File: config.mk
export PLATFORM = sky130hd
export DESIGN_NAME = aodc_output_ctrl
export DESIGN_NICKNAME = d
export VERILOG_FILES = /design/src/core/aodc_pkg.sv /design/src/core/aodc_sync.sv /design/src/core/aodc_timer.sv /design/src/core/aodc_output_ctrl.sv
export SDC_FILE = /design/constraint.sdc
export NUM_CORES = 1
export LEC_CHECK = 0
export ABC_CLOCK_PERIOD_IN_PS = 2600
export BUFFER_PORTS_ARGS = -buffer_cell sky130_fd_sc_hd__buf_2
export CORE_MARGIN = 5
export CORE_UTILIZATION = 57
export DETAILED_ROUTE_END_ITERATION = 12
export PLACE_DENSITY = 0.81
export SKIP_LAST_GASP = 1
export SYNTH_ARGS = -nofsm -noshare
export SYNTH_HDL_FRONTEND = slang
export SYNTH_SLANG_ARGS = --single-unit
File: constraint.sdc
create_clock -name clk -period 2.6 [get_ports clk]
set_clock_uncertainty 0.05 [all_clocks]
set_input_delay 0.52 -clock clk [delete_from_list [all_inputs] [get_ports clk]]
set_output_delay 0.52 -clock clk [all_outputs]
set_load 0.1 [all_outputs]
File: src/core/aodc_pkg.sv
// Package for the audio output driver control block: register map, fields, timing.
// Assumes a 100 MHz system clock and a 32-bit AHB-Lite register bus.
`default_nettype none
package aodc_pkg;
  // Register indices; byte address is four times the index
  localparam logic [7:0] IDX_POWER = 8'h05;
  localparam logic [7:0] IDX_VOLCTL = 8'h1d;
  localparam logic [7:0] IDX_SCCAP = 8'h20;
  localparam logic [7:0] IDX_SCCFG = 8'h21;
  localparam logic [7:0] IDX_POPCTL = 8'h25;
  localparam logic [7:0] IDX_ROUTE = 8'h2a;
  localparam logic [7:0] IDX_INTSTAT = 8'h2b;
  localparam logic [7:0] IDX_INTMASK = 8'h2c;
  // Power register fields, then the volume-control short flag and the short-circuit config fields
  localparam int P_DAC_PD = 15;
  localparam int P_HPL_PD = 12;
  localparam int P_HPR_PD = 11;
  localparam int P_DIR = 10;
  localparam int P_VIRTUAL_GROUND_AMP_PD = 8;
  localparam int P_SPK_PD = 7;
  localparam int P_RCV_PD = 6;
  localparam int P_STAT_L = 4;
  localparam int P_STAT_R = 3;
  localparam logic [15:0] POWER_WMASK = 16'h99c0;
  localparam logic [15:0] POWER_RESET = 16'h99c0;
  localparam int V_SHORT = 1;
  localparam int C_CAP_SC_DIS = 0;
  localparam int C_CAPLESS_DIS = 3;
  localparam int C_VIRTUAL_GROUND_AMP_SC_DIS = 4;
  localparam int C_SPK_SC_EN = 5;
  localparam logic [15:0] SCCFG_WMASK = 16'h0038;
  // Pop control fields; status flags sit in the top six bits
  localparam int Q_STAT_LSB = 10;
  localparam int Q_BUZ_L = 7;
  localparam int Q_BUZ_R = 6;
  localparam int Q_POP_DIS = 5;
  localparam int Q_LONG = 4;
  localparam logic [15:0] POPCTL_WMASK = 16'h00f0;
  // Route: [1:0] left hp source, [3:2] right hp source, [5:4] speaker L/R
  localparam logic [1:0] SRC_LEFT = 2'h1;
  localparam logic [1:0] SRC_RIGHT = 2'h2;
  localparam logic [1:0] SRC_MIX = 2'h3;
  localparam logic [15:0] ROUTE_WMASK = 16'h003f;
  localparam logic [15:0] ROUTE_RESET = 16'h0000;
  // Interrupt events
  localparam int EV_SHORT = 0;
  localparam int EV_DAC_UP = 1;
  localparam int EV_DAC_DOWN = 2;
  localparam int EV_POP_DONE = 3;
  localparam int EV_N = 4;
  // Timing
  localparam int CLK_MHZ = 100;
  localparam int CLK_KHZ = CLK_MHZ * 1000;
  localparam int POP_SHORT_MS = 800;
  localparam int POP_LONG_MS = 4000;
  localparam int VIRTUAL_GROUND_AMP_UP_MS = 1;
  localparam int POP_SHORT_CYC = POP_SHORT_MS * CLK_KHZ;
  localparam int POP_LONG_CYC = POP_LONG_MS * CLK_KHZ;
  localparam int VIRTUAL_GROUND_AMP_UP_CYC = VIRTUAL_GROUND_AMP_UP_MS * CLK_KHZ;
  localparam int TIMER_W = 32;
  // AHB-Lite codes
  localparam logic [1:0] HTRANS_IDLE = 2'h0;
  localparam logic [2:0] HSIZE_WORD = 3'h2;
  localparam logic HRESP_OKAY = 1'b0;

  typedef struct packed {
    logic hpLeft;
    logic hpRight;
    logic spk;
    logic rcv;
    logic virtual_ground_amp;
  } aodc_drv_type;

  typedef struct packed {
    logic hp;
    logic virtual_ground_amp;
    logic spk;
  } aodc_short_type;

  typedef struct packed {
    logic [1:0] hpLeftSrc;
    logic [1:0] hpRightSrc;
    logic [1:0] spkSrc;
    logic [1:0] buzzerRoute;
  } aodc_route_type;
endpackage : aodc_pkg
`default_nettype wire

File: src/core/aodc_sync.sv
// Two-flop synchroniser for a vector of asynchronous levels.
// Assumes inputs come from pins outside the clock domain.
`timescale 1ns/1ns
`default_nettype none
module aodc_sync #(
  parameter int WIDTH = 3
) (
  input wire logic clk,
  input wire logic reset,
  input wire logic ce,
  input wire logic [WIDTH-1:0] asyncIn,
  output logic [WIDTH-1:0] syncOut
);
  logic [WIDTH-1:0] meta_q;
  always_ff @(posedge clk) begin
    if (reset) begin
      meta_q <= '0;
      syncOut <= '0;
    end else if (ce) begin
      meta_q <= asyncIn;
      syncOut <= meta_q;
    end
  end
endmodule : aodc_sync
`default_nettype wire

File: src/core/aodc_timer.sv
// Loadable down-counter; busy while counting, one-cycle done pulse at the end.
// Assumes start is a one-cycle pulse from the same clock domain.
`timescale 1ns/1ns
`default_nettype none
module aodc_timer #(
  parameter int WIDTH = 32
) (
  input wire logic clk,
  input wire logic reset,
  input wire logic ce,
  input wire logic start,
  input wire logic abort,
  input wire logic [WIDTH-1:0] cycles,
  output logic busy,
  output logic done
);
  logic [WIDTH-1:0] count_q;
  initial begin
    if (WIDTH < 2) $error("aodc_timer WIDTH too small");
  end
  always_ff @(posedge clk) begin
    if (reset) begin
      count_q <= '0;
      busy <= 1'b0;
      done <= 1'b0;
    end else if (ce) begin
      done <= 1'b0;
      if (abort) begin
        busy <= 1'b0;
        count_q <= '0;
      end else if (start) begin
        busy <= 1'b1;
        count_q <= (cycles == '0) ? WIDTH'(1) : cycles;
      end else if (busy) begin
        if (count_q == WIDTH'(1)) begin
          busy <= 1'b0;
          done <= 1'b1;
        end
        count_q <= count_q - WIDTH'(1);
      end
    end
  end
endmodule : aodc_timer
`default_nettype wire

File: src/core/aodc_output_ctrl.sv
// Audio output driver control: DAC power status, routing, short protection, pop reduction.
// Assumes an AHB-Lite master on the same clock and short detectors as async pins.
//
// Notes on behaviour
// Three-bit DAC status: direction, left, right
// Direction clear: one means still powering up
// Direction set: one means stably powered down
// Up waits programmed delay; down waits ramp
// Unrouted analog outputs stay powered down
// Either DAC channel, or both mixed, per headphone
// Software powers virtual ground for capless use
// Short disables all outputs, sets flag
// Reset or all-drivers-down clears short state
// Disable bits turn off headphone short protection
// Pop reduction on after reset, bit disables
// Cap charging 0.8 s or 4 s
// Capless virtual ground: 1 ms power-up
// Pop sequence on every headphone power-up
// Speaker short protection only when enabled
// One or both DAC channels to speaker
// Receiver and headphones never on together
// Headphone signals to speaker via buzzer stage
// Read-only status ignores software writes
//
// The implementer's own choices: the register offsets and the AHB-Lite slave port.
`timescale 1ns/1ns
`default_nettype none
module aodc_output_ctrl #(
  parameter int DAC_UP_CYCLES = 1000,
  parameter int POP_SHORT_CYCLES = aodc_pkg::POP_SHORT_CYC,
  parameter int POP_LONG_CYCLES = aodc_pkg::POP_LONG_CYC,
  parameter int VIRTUAL_GROUND_AMP_UP_CYCLES = aodc_pkg::VIRTUAL_GROUND_AMP_UP_CYC
) (
  input wire logic clk,
  input wire logic reset,
  input wire logic ce,
  input wire logic hsel,
  input wire logic [31:0] haddr,
  input wire logic [1:0] htrans,
  input wire logic hwrite,
  input wire logic [2:0] hsize,
  input wire logic [31:0] hwdata,
  input wire logic hready,
  output logic [31:0] hrdata,
  output logic hreadyout,
  output logic hresp,
  input wire logic [1:0] volRampDone,
  input wire aodc_pkg::aodc_short_type shortPins,
  output aodc_pkg::aodc_drv_type drvEnable,
  output aodc_pkg::aodc_route_type routeSel,
  output logic popCharging,
  output logic irq
);
  localparam int TW = aodc_pkg::TIMER_W;

  initial begin
    if (DAC_UP_CYCLES < 1 || POP_SHORT_CYCLES < 1 || POP_LONG_CYCLES < 1 || VIRTUAL_GROUND_AMP_UP_CYCLES < 1) begin
      $error("aodc_output_ctrl: counts must be at least one");
    end
  end

  typedef enum logic [3:0] {
    DAC_OFF = 4'b0001,
    DAC_RISE = 4'b0010,
    DAC_ON = 4'b0100,
    DAC_FALL = 4'b1000
  } aodc_dac_type;

  // Software registers
  logic [15:0] power_q;
  logic [15:0] sccap_q;
  logic [15:0] sccfg_q;
  logic [15:0] popctl_q;
  logic [15:0] route_q;
  logic [aodc_pkg::EV_N-1:0] intStat_q;
  logic [aodc_pkg::EV_N-1:0] intMask_q;
  // Internal state
  aodc_dac_type dac_q;
  logic [1:0] chDown_q;
  logic shortFlag_q;
  logic hpOn_q;
  aodc_pkg::aodc_short_type shortSync;
  // Bus
  logic pend_q;
  logic pendWrite_q;
  logic [7:0] pendIdx_q;

  function automatic logic [15:0] mergeBits(input logic [15:0] old, input logic [31:0] wd,
                                            input logic [15:0] mask);
    mergeBits = (old & ~mask) | (wd[15:0] & mask);
  endfunction : mergeBits

  function automatic logic srcUsed(input logic [1:0] src);
    srcUsed = (src != 2'h0);
  endfunction : srcUsed

  // Bus address phase
  logic addrTake;
  logic wrStrobe;
  assign addrTake = hsel && hready && htrans[1];
  assign wrStrobe = pend_q && pendWrite_q;

  always_ff @(posedge clk) begin
    if (reset) begin
      pend_q <= 1'b0;
      pendWrite_q <= 1'b0;
      pendIdx_q <= '0;
      hreadyout <= 1'b1;
      hresp <= aodc_pkg::HRESP_OKAY;
    end else if (ce) begin
      hresp <= aodc_pkg::HRESP_OKAY;
      if (pend_q) begin
        pend_q <= 1'b0;
        hreadyout <= 1'b1;
      end else if (addrTake) begin
        pend_q <= 1'b1;
        pendWrite_q <= hwrite;
        pendIdx_q <= haddr[9:2];
        hreadyout <= 1'b0;
      end
    end
  end

  // Driver requests from power-down bits and routing
  logic hpLeftReq;
  logic hpRightReq;
  logic hpReq;
  logic spkReq;
  logic rcvReq;
  logic vgndReq;
  logic capless;
  logic allDown;
  logic [5:0] drvStat;
  always_comb begin
    hpLeftReq = !power_q[aodc_pkg::P_HPL_PD] && srcUsed(route_q[1:0]);
    hpRightReq = !power_q[aodc_pkg::P_HPR_PD] && srcUsed(route_q[3:2]);
    hpReq = hpLeftReq || hpRightReq;
    spkReq = !power_q[aodc_pkg::P_SPK_PD]
      && (srcUsed(route_q[5:4]) || popctl_q[aodc_pkg::Q_BUZ_L] || popctl_q[aodc_pkg::Q_BUZ_R]);
    rcvReq = !power_q[aodc_pkg::P_RCV_PD] && !hpReq;
    vgndReq = !power_q[aodc_pkg::P_VIRTUAL_GROUND_AMP_PD];
    capless = vgndReq && !sccfg_q[aodc_pkg::C_CAPLESS_DIS];
    drvStat = ~{drvEnable.hpLeft, drvEnable.hpRight, drvEnable.spk, drvEnable.spk,
                drvEnable.rcv, drvEnable.virtual_ground_amp};
    allDown = power_q[aodc_pkg::P_HPL_PD] && power_q[aodc_pkg::P_HPR_PD]
      && power_q[aodc_pkg::P_VIRTUAL_GROUND_AMP_PD] && power_q[aodc_pkg::P_SPK_PD]
      && power_q[aodc_pkg::P_RCV_PD] && (&drvStat);
  end

  // Short detection
  logic shortHit;
  assign shortHit = (shortSync.hp && !sccap_q[aodc_pkg::C_CAP_SC_DIS])
    || (shortSync.virtual_ground_amp && capless && !sccfg_q[aodc_pkg::C_VIRTUAL_GROUND_AMP_SC_DIS])
    || (shortSync.spk && sccfg_q[aodc_pkg::C_SPK_SC_EN]);

  aodc_sync #(
    .WIDTH($bits(aodc_pkg::aodc_short_type))
  ) u_sync (
    .clk(clk),
    .reset(reset),
    .ce(ce),
    .asyncIn(shortPins),
    .syncOut(shortSync)
  );

  always_ff @(posedge clk) begin
    if (reset) begin
      shortFlag_q <= 1'b0;
    end else if (ce) begin
      if (shortHit) begin
        shortFlag_q <= 1'b1;
      end else if (allDown) begin
        shortFlag_q <= 1'b0;
      end
    end
  end

  // Pop reduction timer, restarted on each headphone power-up
  logic popStart;
  logic popDone;
  logic popBusy;
  logic [TW-1:0] popCycles;
  assign popStart = hpReq && !hpOn_q && !shortFlag_q;
  always_comb begin
    if (capless) begin
      popCycles = TW'(VIRTUAL_GROUND_AMP_UP_CYCLES);
    end else if (popctl_q[aodc_pkg::Q_POP_DIS]) begin
      popCycles = TW'(1);
    end else if (popctl_q[aodc_pkg::Q_LONG]) begin
      popCycles = TW'(POP_LONG_CYCLES);
    end else begin
      popCycles = TW'(POP_SHORT_CYCLES);
    end
  end

  aodc_timer #(
    .WIDTH(TW)
  ) u_pop_timer (
    .clk(clk),
    .reset(reset),
    .ce(ce),
    .start(popStart),
    .abort(!hpReq || shortFlag_q),
    .cycles(popCycles),
    .busy(popBusy),
    .done(popDone)
  );

  always_ff @(posedge clk) begin
    if (reset) begin
      hpOn_q <= 1'b0;
    end else if (ce) begin
      hpOn_q <= hpReq && !shortFlag_q;
    end
  end

  // Driver enables and routing outputs
  always_ff @(posedge clk) begin
    if (reset) begin
      drvEnable <= '0;
      popCharging <= 1'b0;
      routeSel <= '0;
    end else if (ce) begin
      drvEnable.hpLeft <= hpLeftReq && !shortFlag_q && !shortHit;
      drvEnable.hpRight <= hpRightReq && !shortFlag_q && !shortHit;
      drvEnable.spk <= spkReq && !shortFlag_q && !shortHit;
      drvEnable.rcv <= rcvReq && !shortFlag_q && !shortHit;
      drvEnable.virtual_ground_amp <= vgndReq && !shortFlag_q && !shortHit;
      popCharging <= popBusy && !capless && !popctl_q[aodc_pkg::Q_POP_DIS];
      routeSel.hpLeftSrc <= route_q[1:0];
      routeSel.hpRightSrc <= route_q[3:2];
      routeSel.spkSrc <= route_q[5:4];
      routeSel.buzzerRoute <= {popctl_q[aodc_pkg::Q_BUZ_L], popctl_q[aodc_pkg::Q_BUZ_R]};
    end
  end

  // DAC power sequencing
  logic dacUpStart;
  logic dacUpDone;
  logic dacUpBusy;
  logic dacPdReq;
  assign dacPdReq = power_q[aodc_pkg::P_DAC_PD];
  assign dacUpStart = (dac_q == DAC_OFF) && !dacPdReq;

  aodc_timer #(
    .WIDTH(TW)
  ) u_dac_timer (
    .clk(clk),
    .reset(reset),
    .ce(ce),
    .start(dacUpStart),
    .abort(dacPdReq),
    .cycles(TW'(DAC_UP_CYCLES)),
    .busy(dacUpBusy),
    .done(dacUpDone)
  );

  always_ff @(posedge clk) begin
    if (reset) begin
      dac_q <= DAC_OFF;
      chDown_q <= 2'b11;
    end else if (ce) begin
      unique case (dac_q)
        DAC_OFF: begin
          if (!dacPdReq) begin
            dac_q <= DAC_RISE;
          end
        end
        DAC_RISE: begin
          if (dacPdReq) begin
            dac_q <= DAC_FALL;
            chDown_q <= 2'b00;
          end else if (dacUpDone) begin
            dac_q <= DAC_ON;
          end
        end
        DAC_ON: begin
          if (dacPdReq) begin
            dac_q <= DAC_FALL;
            chDown_q <= 2'b00;
          end
        end
        DAC_FALL: begin
          chDown_q <= chDown_q | volRampDone;
          if (&(chDown_q | volRampDone)) begin
            dac_q <= DAC_OFF;
          end
        end
      endcase
    end
  end

  // Status bits for the power register
  logic dirBit;
  logic [1:0] chStat;
  always_comb begin
    dirBit = (dac_q == DAC_FALL) || (dac_q == DAC_OFF);
    if (dirBit) begin
      chStat = (dac_q == DAC_OFF) ? 2'b11 : chDown_q;
    end else begin
      chStat = (dac_q == DAC_RISE || dacUpBusy) ? 2'b11 : 2'b00;
    end
  end

  // Interrupt events
  logic [aodc_pkg::EV_N-1:0] events;
  logic shortFlagPrev_q;
  logic dacFallPrev_q;
  always_ff @(posedge clk) begin
    if (reset) begin
      shortFlagPrev_q <= 1'b0;
      dacFallPrev_q <= 1'b0;
    end else if (ce) begin
      shortFlagPrev_q <= shortFlag_q;
      dacFallPrev_q <= (dac_q == DAC_FALL);
    end
  end
  always_comb begin
    events = '0;
    events[aodc_pkg::EV_SHORT] = shortFlag_q && !shortFlagPrev_q;
    events[aodc_pkg::EV_DAC_UP] = dacUpDone && !dacPdReq;
    events[aodc_pkg::EV_DAC_DOWN] = dacFallPrev_q && (dac_q == DAC_OFF);
    events[aodc_pkg::EV_POP_DONE] = popDone;
  end

  // Register writes; read-only fields are masked out
  always_ff @(posedge clk) begin
    if (reset) begin
      power_q <= aodc_pkg::POWER_RESET;
      sccap_q <= '0;
      sccfg_q <= '0;
      popctl_q <= '0;
      route_q <= aodc_pkg::ROUTE_RESET;
      intMask_q <= '0;
    end else if (ce && wrStrobe) begin
      unique case (pendIdx_q)
        aodc_pkg::IDX_POWER: power_q <= mergeBits(power_q, hwdata, aodc_pkg::POWER_WMASK);
        aodc_pkg::IDX_SCCAP: sccap_q[aodc_pkg::C_CAP_SC_DIS] <= hwdata[aodc_pkg::C_CAP_SC_DIS];
        aodc_pkg::IDX_SCCFG: sccfg_q <= mergeBits(sccfg_q, hwdata, aodc_pkg::SCCFG_WMASK);
        aodc_pkg::IDX_POPCTL: popctl_q <= mergeBits(popctl_q, hwdata, aodc_pkg::POPCTL_WMASK);
        aodc_pkg::IDX_ROUTE: route_q <= mergeBits(route_q, hwdata, aodc_pkg::ROUTE_WMASK);
        aodc_pkg::IDX_INTMASK: intMask_q <= hwdata[aodc_pkg::EV_N-1:0];
        default: ;
      endcase
    end
  end

  // Sticky status: a new event wins over a write-one clear
  always_ff @(posedge clk) begin
    if (reset) begin
      intStat_q <= '0;
      irq <= 1'b0;
    end else if (ce) begin
      if (wrStrobe && pendIdx_q == aodc_pkg::IDX_INTSTAT) begin
        intStat_q <= (intStat_q & ~hwdata[aodc_pkg::EV_N-1:0]) | events;
      end else begin
        intStat_q <= intStat_q | events;
      end
      irq <= |(intStat_q & intMask_q);
    end
  end

  // Read data, loaded in the first data-phase cycle so earlier writes are seen
  logic [15:0] rdWord;
  always_comb begin
    rdWord = '0;
    unique case (pendIdx_q)
      aodc_pkg::IDX_POWER: begin
        rdWord = power_q & aodc_pkg::POWER_WMASK;
        rdWord[aodc_pkg::P_DIR] = dirBit;
        rdWord[aodc_pkg::P_STAT_L] = chStat[1];
        rdWord[aodc_pkg::P_STAT_R] = chStat[0];
      end
      aodc_pkg::IDX_VOLCTL: rdWord[aodc_pkg::V_SHORT] = shortFlag_q;
      aodc_pkg::IDX_SCCAP: rdWord = sccap_q;
      aodc_pkg::IDX_SCCFG: rdWord = sccfg_q;
      aodc_pkg::IDX_POPCTL: begin
        rdWord = popctl_q;
        rdWord[aodc_pkg::Q_STAT_LSB +: 6] = drvStat;
      end
      aodc_pkg::IDX_ROUTE: rdWord = route_q;
      aodc_pkg::IDX_INTSTAT: rdWord[aodc_pkg::EV_N-1:0] = intStat_q;
      aodc_pkg::IDX_INTMASK: rdWord[aodc_pkg::EV_N-1:0] = intMask_q;
      default: rdWord = '0;
    endcase
  end

  always_ff @(posedge clk) begin
    if (reset) begin
      hrdata <= '0;
    end else if (ce && pend_q && !pendWrite_q) begin
      hrdata <= {16'h0000, rdWord};
    end
  end
endmodule : aodc_output_ctrl
`default_nettype wire

== Word level (Yosys, flattened, before mapping) ==
Cells that the tools add are included.

* Input bits: 80
* Output and inout port bits: 49
* Word-level logic and storage cells: 209
* Bits in registers: 199

* $add $sub $neg: 2
* Bitwise logic cells: 12
* Eq/ne operators: 19
* Reduce and logical (&&, ||, !) cells: 91
* Mux-type cells: 48

{| class="wikitable"
|+ Operator list
! cell !! number
|-
| 2-to-1 mux 32 bit || 6
|-
| 2-to-1 mux 29 bit || 4
|-
| equality test 32 x 1 -> 1 bit (second input constant) || 2
|-
| subtractor 32 x 1 -> 32 bit (second input constant) || 2
|-
| equality test 8 x 6 -> 1 bit (second input constant) || 6
|-
| one-hot mux 12 bit (4 select lines) || 1
|-
| logical AND 1 bit || 40
|-
| zero test 32 bit || 1
|-
| bitwise OR 16 x 6 -> 16 bit || 2
|-
| 2-to-1 mux 4 bit || 6
|-
| 2-to-1 mux 1 bit || 22
|-
| AND reduction 2 bit || 11
|-
| zero test 1 bit || 17
|-
| bitwise OR 15 x 16 -> 16 bit || 1
|-
| bitwise OR 16 x 8 -> 16 bit || 1
|-
| one-hot mux 4 bit (4 select lines) || 1
|-
| one-hot mux 1 bit (6 select lines) || 2
|-
| one-hot mux 2 bit (6 select lines) || 1
|-
| nonzero test 2 bit || 6
|-
| bitwise AND 4 bit || 2
|-
| equality test 8 x 3 -> 1 bit (second input constant) || 1
|-
| equality test 8 x 5 -> 1 bit (second input constant) || 1
|-
| logical OR 1 bit || 8
|-
| 2-to-1 mux 2 bit || 4
|-
| 19 further kinds || 24
|}

== Depth between registers and ports, before layout ==
* Depth in word-level cells: 8
* Gate-level depth with buffers: 8
* Depth with buffers taken out: 7

== Hierarchy ==
A second synthesis with hierarchy kept.

* Cells, all modules: 1038
* Area total of the unflattened synthesis: 8544.4 sq um

{| class="wikitable"
|+ Modules (own cells, without submodules)
! module !! area each (sq um) !! instances !! cells each !! seq. area each (sq um)
|-
| aodc_timer || 2239.6 || 2 || 290 || 680.7
|-
| aodc_output_ctrl || 3851.2 || 1 || 439 || 1601.5
|-
| aodc_sync || 214.0 || 1 || 19 || 120.1
|}

== Worst setup path after synthesis ==
Ideal clock, no wire load.

* Path type: flip-flop to flip-flop
* From: reg u_pop_timer.count_q[12]
* To: reg u_pop_timer.count_q[20]
* Data required time: 2.428 ns
* Library setup time: 0.122 ns
* Stages on the path, launching flop included: 7
* Data arrival time: 2.086 ns
* Setup slack: 0.343 ns
* Buffers on the path: 1
* Period minus slack after synthesis: 2.257 ns
* Cells stage by stage: dfxtp_1 > or4_1 > buf_2 > or3_4 > or2_4 > o311a_1 > a221o_1

* Word-level cells in the longest chain between the ends: 4

{| class="wikitable"
|+ RTL lines
! item !! RTL line !! RTL
|-
| from (decl) || aodc_timer.sv:17 || <nowiki>logic [WIDTH-1:0] count_q;</nowiki>
|-
| from (signal assigned) || aodc_timer.sv:33 || <nowiki>count_q <= (cycles == '0) ? WIDTH'(1) : cycles;</nowiki>
|-
| from (signal assigned) || aodc_timer.sv:39 || <nowiki>count_q <= count_q - WIDTH'(1);</nowiki>
|-
| subtractor 32 x 1 -> 32 bit || aodc_timer.sv:39 ||
|-
| 2-to-1 mux 32 bit || aodc_timer.sv:34 || <nowiki>end else if (busy) begin</nowiki>
|-
| 2-to-1 mux 32 bit || aodc_timer.sv:31 || <nowiki>end else if (start) begin</nowiki>
|-
| 2-to-1 mux 32 bit || aodc_timer.sv:28 || <nowiki>if (abort) begin</nowiki>
|}

Every way passes these cells. The select of a mux whose other input is x is not followed.
A chain may end at the register's enable or synchronous reset.

== Worst setup path after layout ==
Same ends and word-level chain as after synthesis.

==> flow_summary.toml <==
[sta]
slew_violations = 0
final.period_utilization_pct = 92.44
rsz0062_at_grt = "false"
min_period_ps = 2404
worst_pin_slew_ps = 916.5
finalSetupTns_ps = 0
setup_viol_count_final = 0
hold_violations = 0
max-slew-margin-rel_pct = 38.90
fmax_ghz = 0.4161

[job]
maxCapViolations = 0

[die]
start_util_pct = 57.90
die_w_um = 126.0
num_rows = 42
ioPinCount = 129
dieArea_um2 = 15870
core_um2 = 13240
die_y_um = 126.0

[clock_tree]
cts_tree = "built"
clk_latency_ps = 430
cts-root-buf = "clkbuf_16"
cts_buffers = 17
cts_sinks = 154
htree_levels = 4
path_clk_slew_ps = 60
clk_path_buf_depth = 2

[critical_path]
crit_start = "u_pop_timer.count_q[12]$_SDFFE_PP0P_"
cp_slowest_stage_delay_ps = 670
crit_required_ps = 2860
cp-end-kind = "flop"
r2r-start = "u_pop_timer.count_q[12]$_SDFFE_PP0P_"
criticalPathCategory = "reg -> reg"
crit_fanout = 7
crit_path_start_kind = "flop"
critPathArrivalTime_ps = 2660
crit_path_cell_trace = "or4_1 -> or3_4 -> or2_4 -> o311a_1 -> a221o_1"
cp_slowest_cell = "or4_1"

[route]
route.vias.total = 7462
dr.pass1.iters = 5
wl_per_cell_um = 17.30
drt_iter0_drc = 739
routed_via_density = 6.302
drc = 0
drtAntennaViolNets = 0
routed_wl_um = 20480

[layout]
fillers = 1127
num_antenna_cells = 0
final_nets = 1079
synthToLayoutAreaGrowth_pct = 14.39
drive_gt1_share_pct = 15.48
fin_util_pct = 66.23

[yosys]
yosysSeqAreaShare_pct = 40.21
ys_seq_elements = 154
synth_area_um2 = 7667
synth_edf_count = 0
yosysTopAreaCellShare_pct = 40.21
yosysTopAreaCell = "dfxtp_1"
postSynthCellCount = 935
synthTopCellsByArea = "dfxtp_1 40%, nor2_1 5.6%, a21oi_1 4.4%"
synth_ff_type = "dfxtp_1"
postSynth.asyncResetShare_pct = 0
avgSynthCellArea_um2 = 8.200
ys_warn_count = 0
synthDistinctLibCells = 77

[place]
numPortBuffers = 63
gp_congestion = 0.8977
dp_hpwl_um = 14310

[min_path]
hold_start = "haddr[2]"
hp-class = "in -> reg"

[global_routing]
antenna_found_initial = 0
grt_pass1_wl_um = 33650
grt_pass1_vias = 6766
grt-ovfl-total = 0
grt_max_degree = 66
grt.total_usage_pct = 25.55

[pwr]
p_per_area_nw_per_um2 = 637.8
ir_drop_v = 0.0006054
total_power_mw = 5.594
leakage_nw = 3.590

[run_status]
status = "completed"
[cell usage after synthesis (11+ instances only)]
master,instances
dfxtp_1,154
nor2_1,114
nand2_1,81
a21oi_1,67
nand3_1,50
clkbuf_1,41
o21ai_0,32
mux2i_1,31
nor3_1,26
or4_1,22
nor4_1,21
or3_1,18
buf_4,17
inv_1,15
a31oi_1,13
a311oi_1,11
buf_1,11
o211ai_1,11
[state kept, by name (all words and copies together) (netlist names), 2 cells and up]
name                 flops
routeSel                 8
pendIdx_q                8
u_sync.syncOut           3
sccfg_q                  3
intMask_q                4
hrdata                  16
drvEnable                5
u_pop_timer.count_q     32
u_dac_timer.count_q     32
chDown_q                 2
power_q                  6
dac_q                    4
intStat_q                4
popctl_q                 4
route_q                  6
u_sync.meta_q            3
[where the power goes]
| part | switching, mW | internal, mW | leakage [nW] |
|---|---|---|---|
| Sequential | 0.0561 | 2.40 | 1.25 |
| Clock | 1.02 | 1.35 | 0.264 |
| Combinational | 0.511 | 0.257 | 2.08 |
[routing by layer]
layer / up-vias / track usage [%] / routed length (µm)
met1: 3503 / 34.88 / 8932
met4: 0 / 11.17 / 549
met2: 322 / 39.31 / 9591
met5: - / 0 / 0
li1: 3592 / - / -
met3: 45 / 5.207 / 1410
[cell usage in the layout (no fill, tap or decap), types with 22 or more instances in the layout]
cell type and instances:
nor3_1 26, nor2_1 114, buf_4 37, or4_1 22, mux2i_1 31, dfxtp_1 154, o21ai_0 32, buf_2 62
nand2_1 81, a21oi_1 67, nand3_1 50
[layout make-up]
type | count | area (µm²) | area share, %
multi-input combinational | 708 | 4263 | 48.60
sequential | 154 | 3083 | 35.15
timing repair buffer | 99 | 588.1 | 6.705
clock buffer | 20 | 446.7 | 5.093
tap | 176 | 220.2 | 2.511
clock inverter | 12 | 113.9 | 1.298
inverter | 15 | 56.30 | 0.6419
[worst paths after layout]
kind | to | slack, ps | depth (start not counted)
max | u_pop_timer.count_q[20]$_SDFFE_PP0P_ | 200 | 5
min | pendIdx_q[0]$_SDFFE_PP0P_ | 270 | 3
max reg2reg | u_pop_timer.count_q[20]$_SDFFE_PP0P_ | 200 | 5
min reg2reg | u_pop_timer.count_q[23]$_SDFFE_PP0P_ | 420 | 2
[per-stage QoR]
| stage | instance area [µm²] | std cells | hold slack (ps) | setup WS, ps |
|---|---|---|---|---|
| after floorplan | 7727 | 951 | 383.5 | 342.6 |
| after global placement | 8205 | 1152 | 394.8 | 205.9 |
| after detailed placement | 8205 | 1152 | 401.0 | 160.7 |
| after CTS | 8766 | 1184 | 256.1 | 132.2 |
| after global routing | 8771 | 1184 | 281.9 | 58.21 |
| final | 8771 | 1184 | 271.1 | 196.5 |
[logic make-up (layout without fill, tap and decap cells)]
| family | Yosys count | in the layout | share of synthesized area (%) |
|---|---|---|---|
| and+or+nand+nor | 407 | 407 | 27.20 |
| buffers and inverters | 89 | 146 | 5.271 |
| DFF | 154 | 154 | 40.21 |
| adders and majority gates | 4 | 4 | 0.6528 |
| muxes | 32 | 32 | 4.194 |
| xor gates and xnor gates | 6 | 6 | 0.6854 |
| AOI/OAI and AO/OA | 242 | 242 | 21.74 |
| other | 1 | 17 | 0.04891 |
[critical path: cells and delay by family (launching register included)]
| family | cells | cell delay (ps) |
|---|---|---|
| and+or+nand+nor | 3 | 1340 |
| AOI/OAI and AO/OA | 2 | 530 |
| DFF | 1 | 370 |
[repair_timing]
item / in CTS / in global routing
hold buffers: 0 / 0
gates resized for setup: 0 / 1
buffers inserted: 0 / 0
setup endpoints to repair: 0 / 1
(Power assumes the default switching activity.)
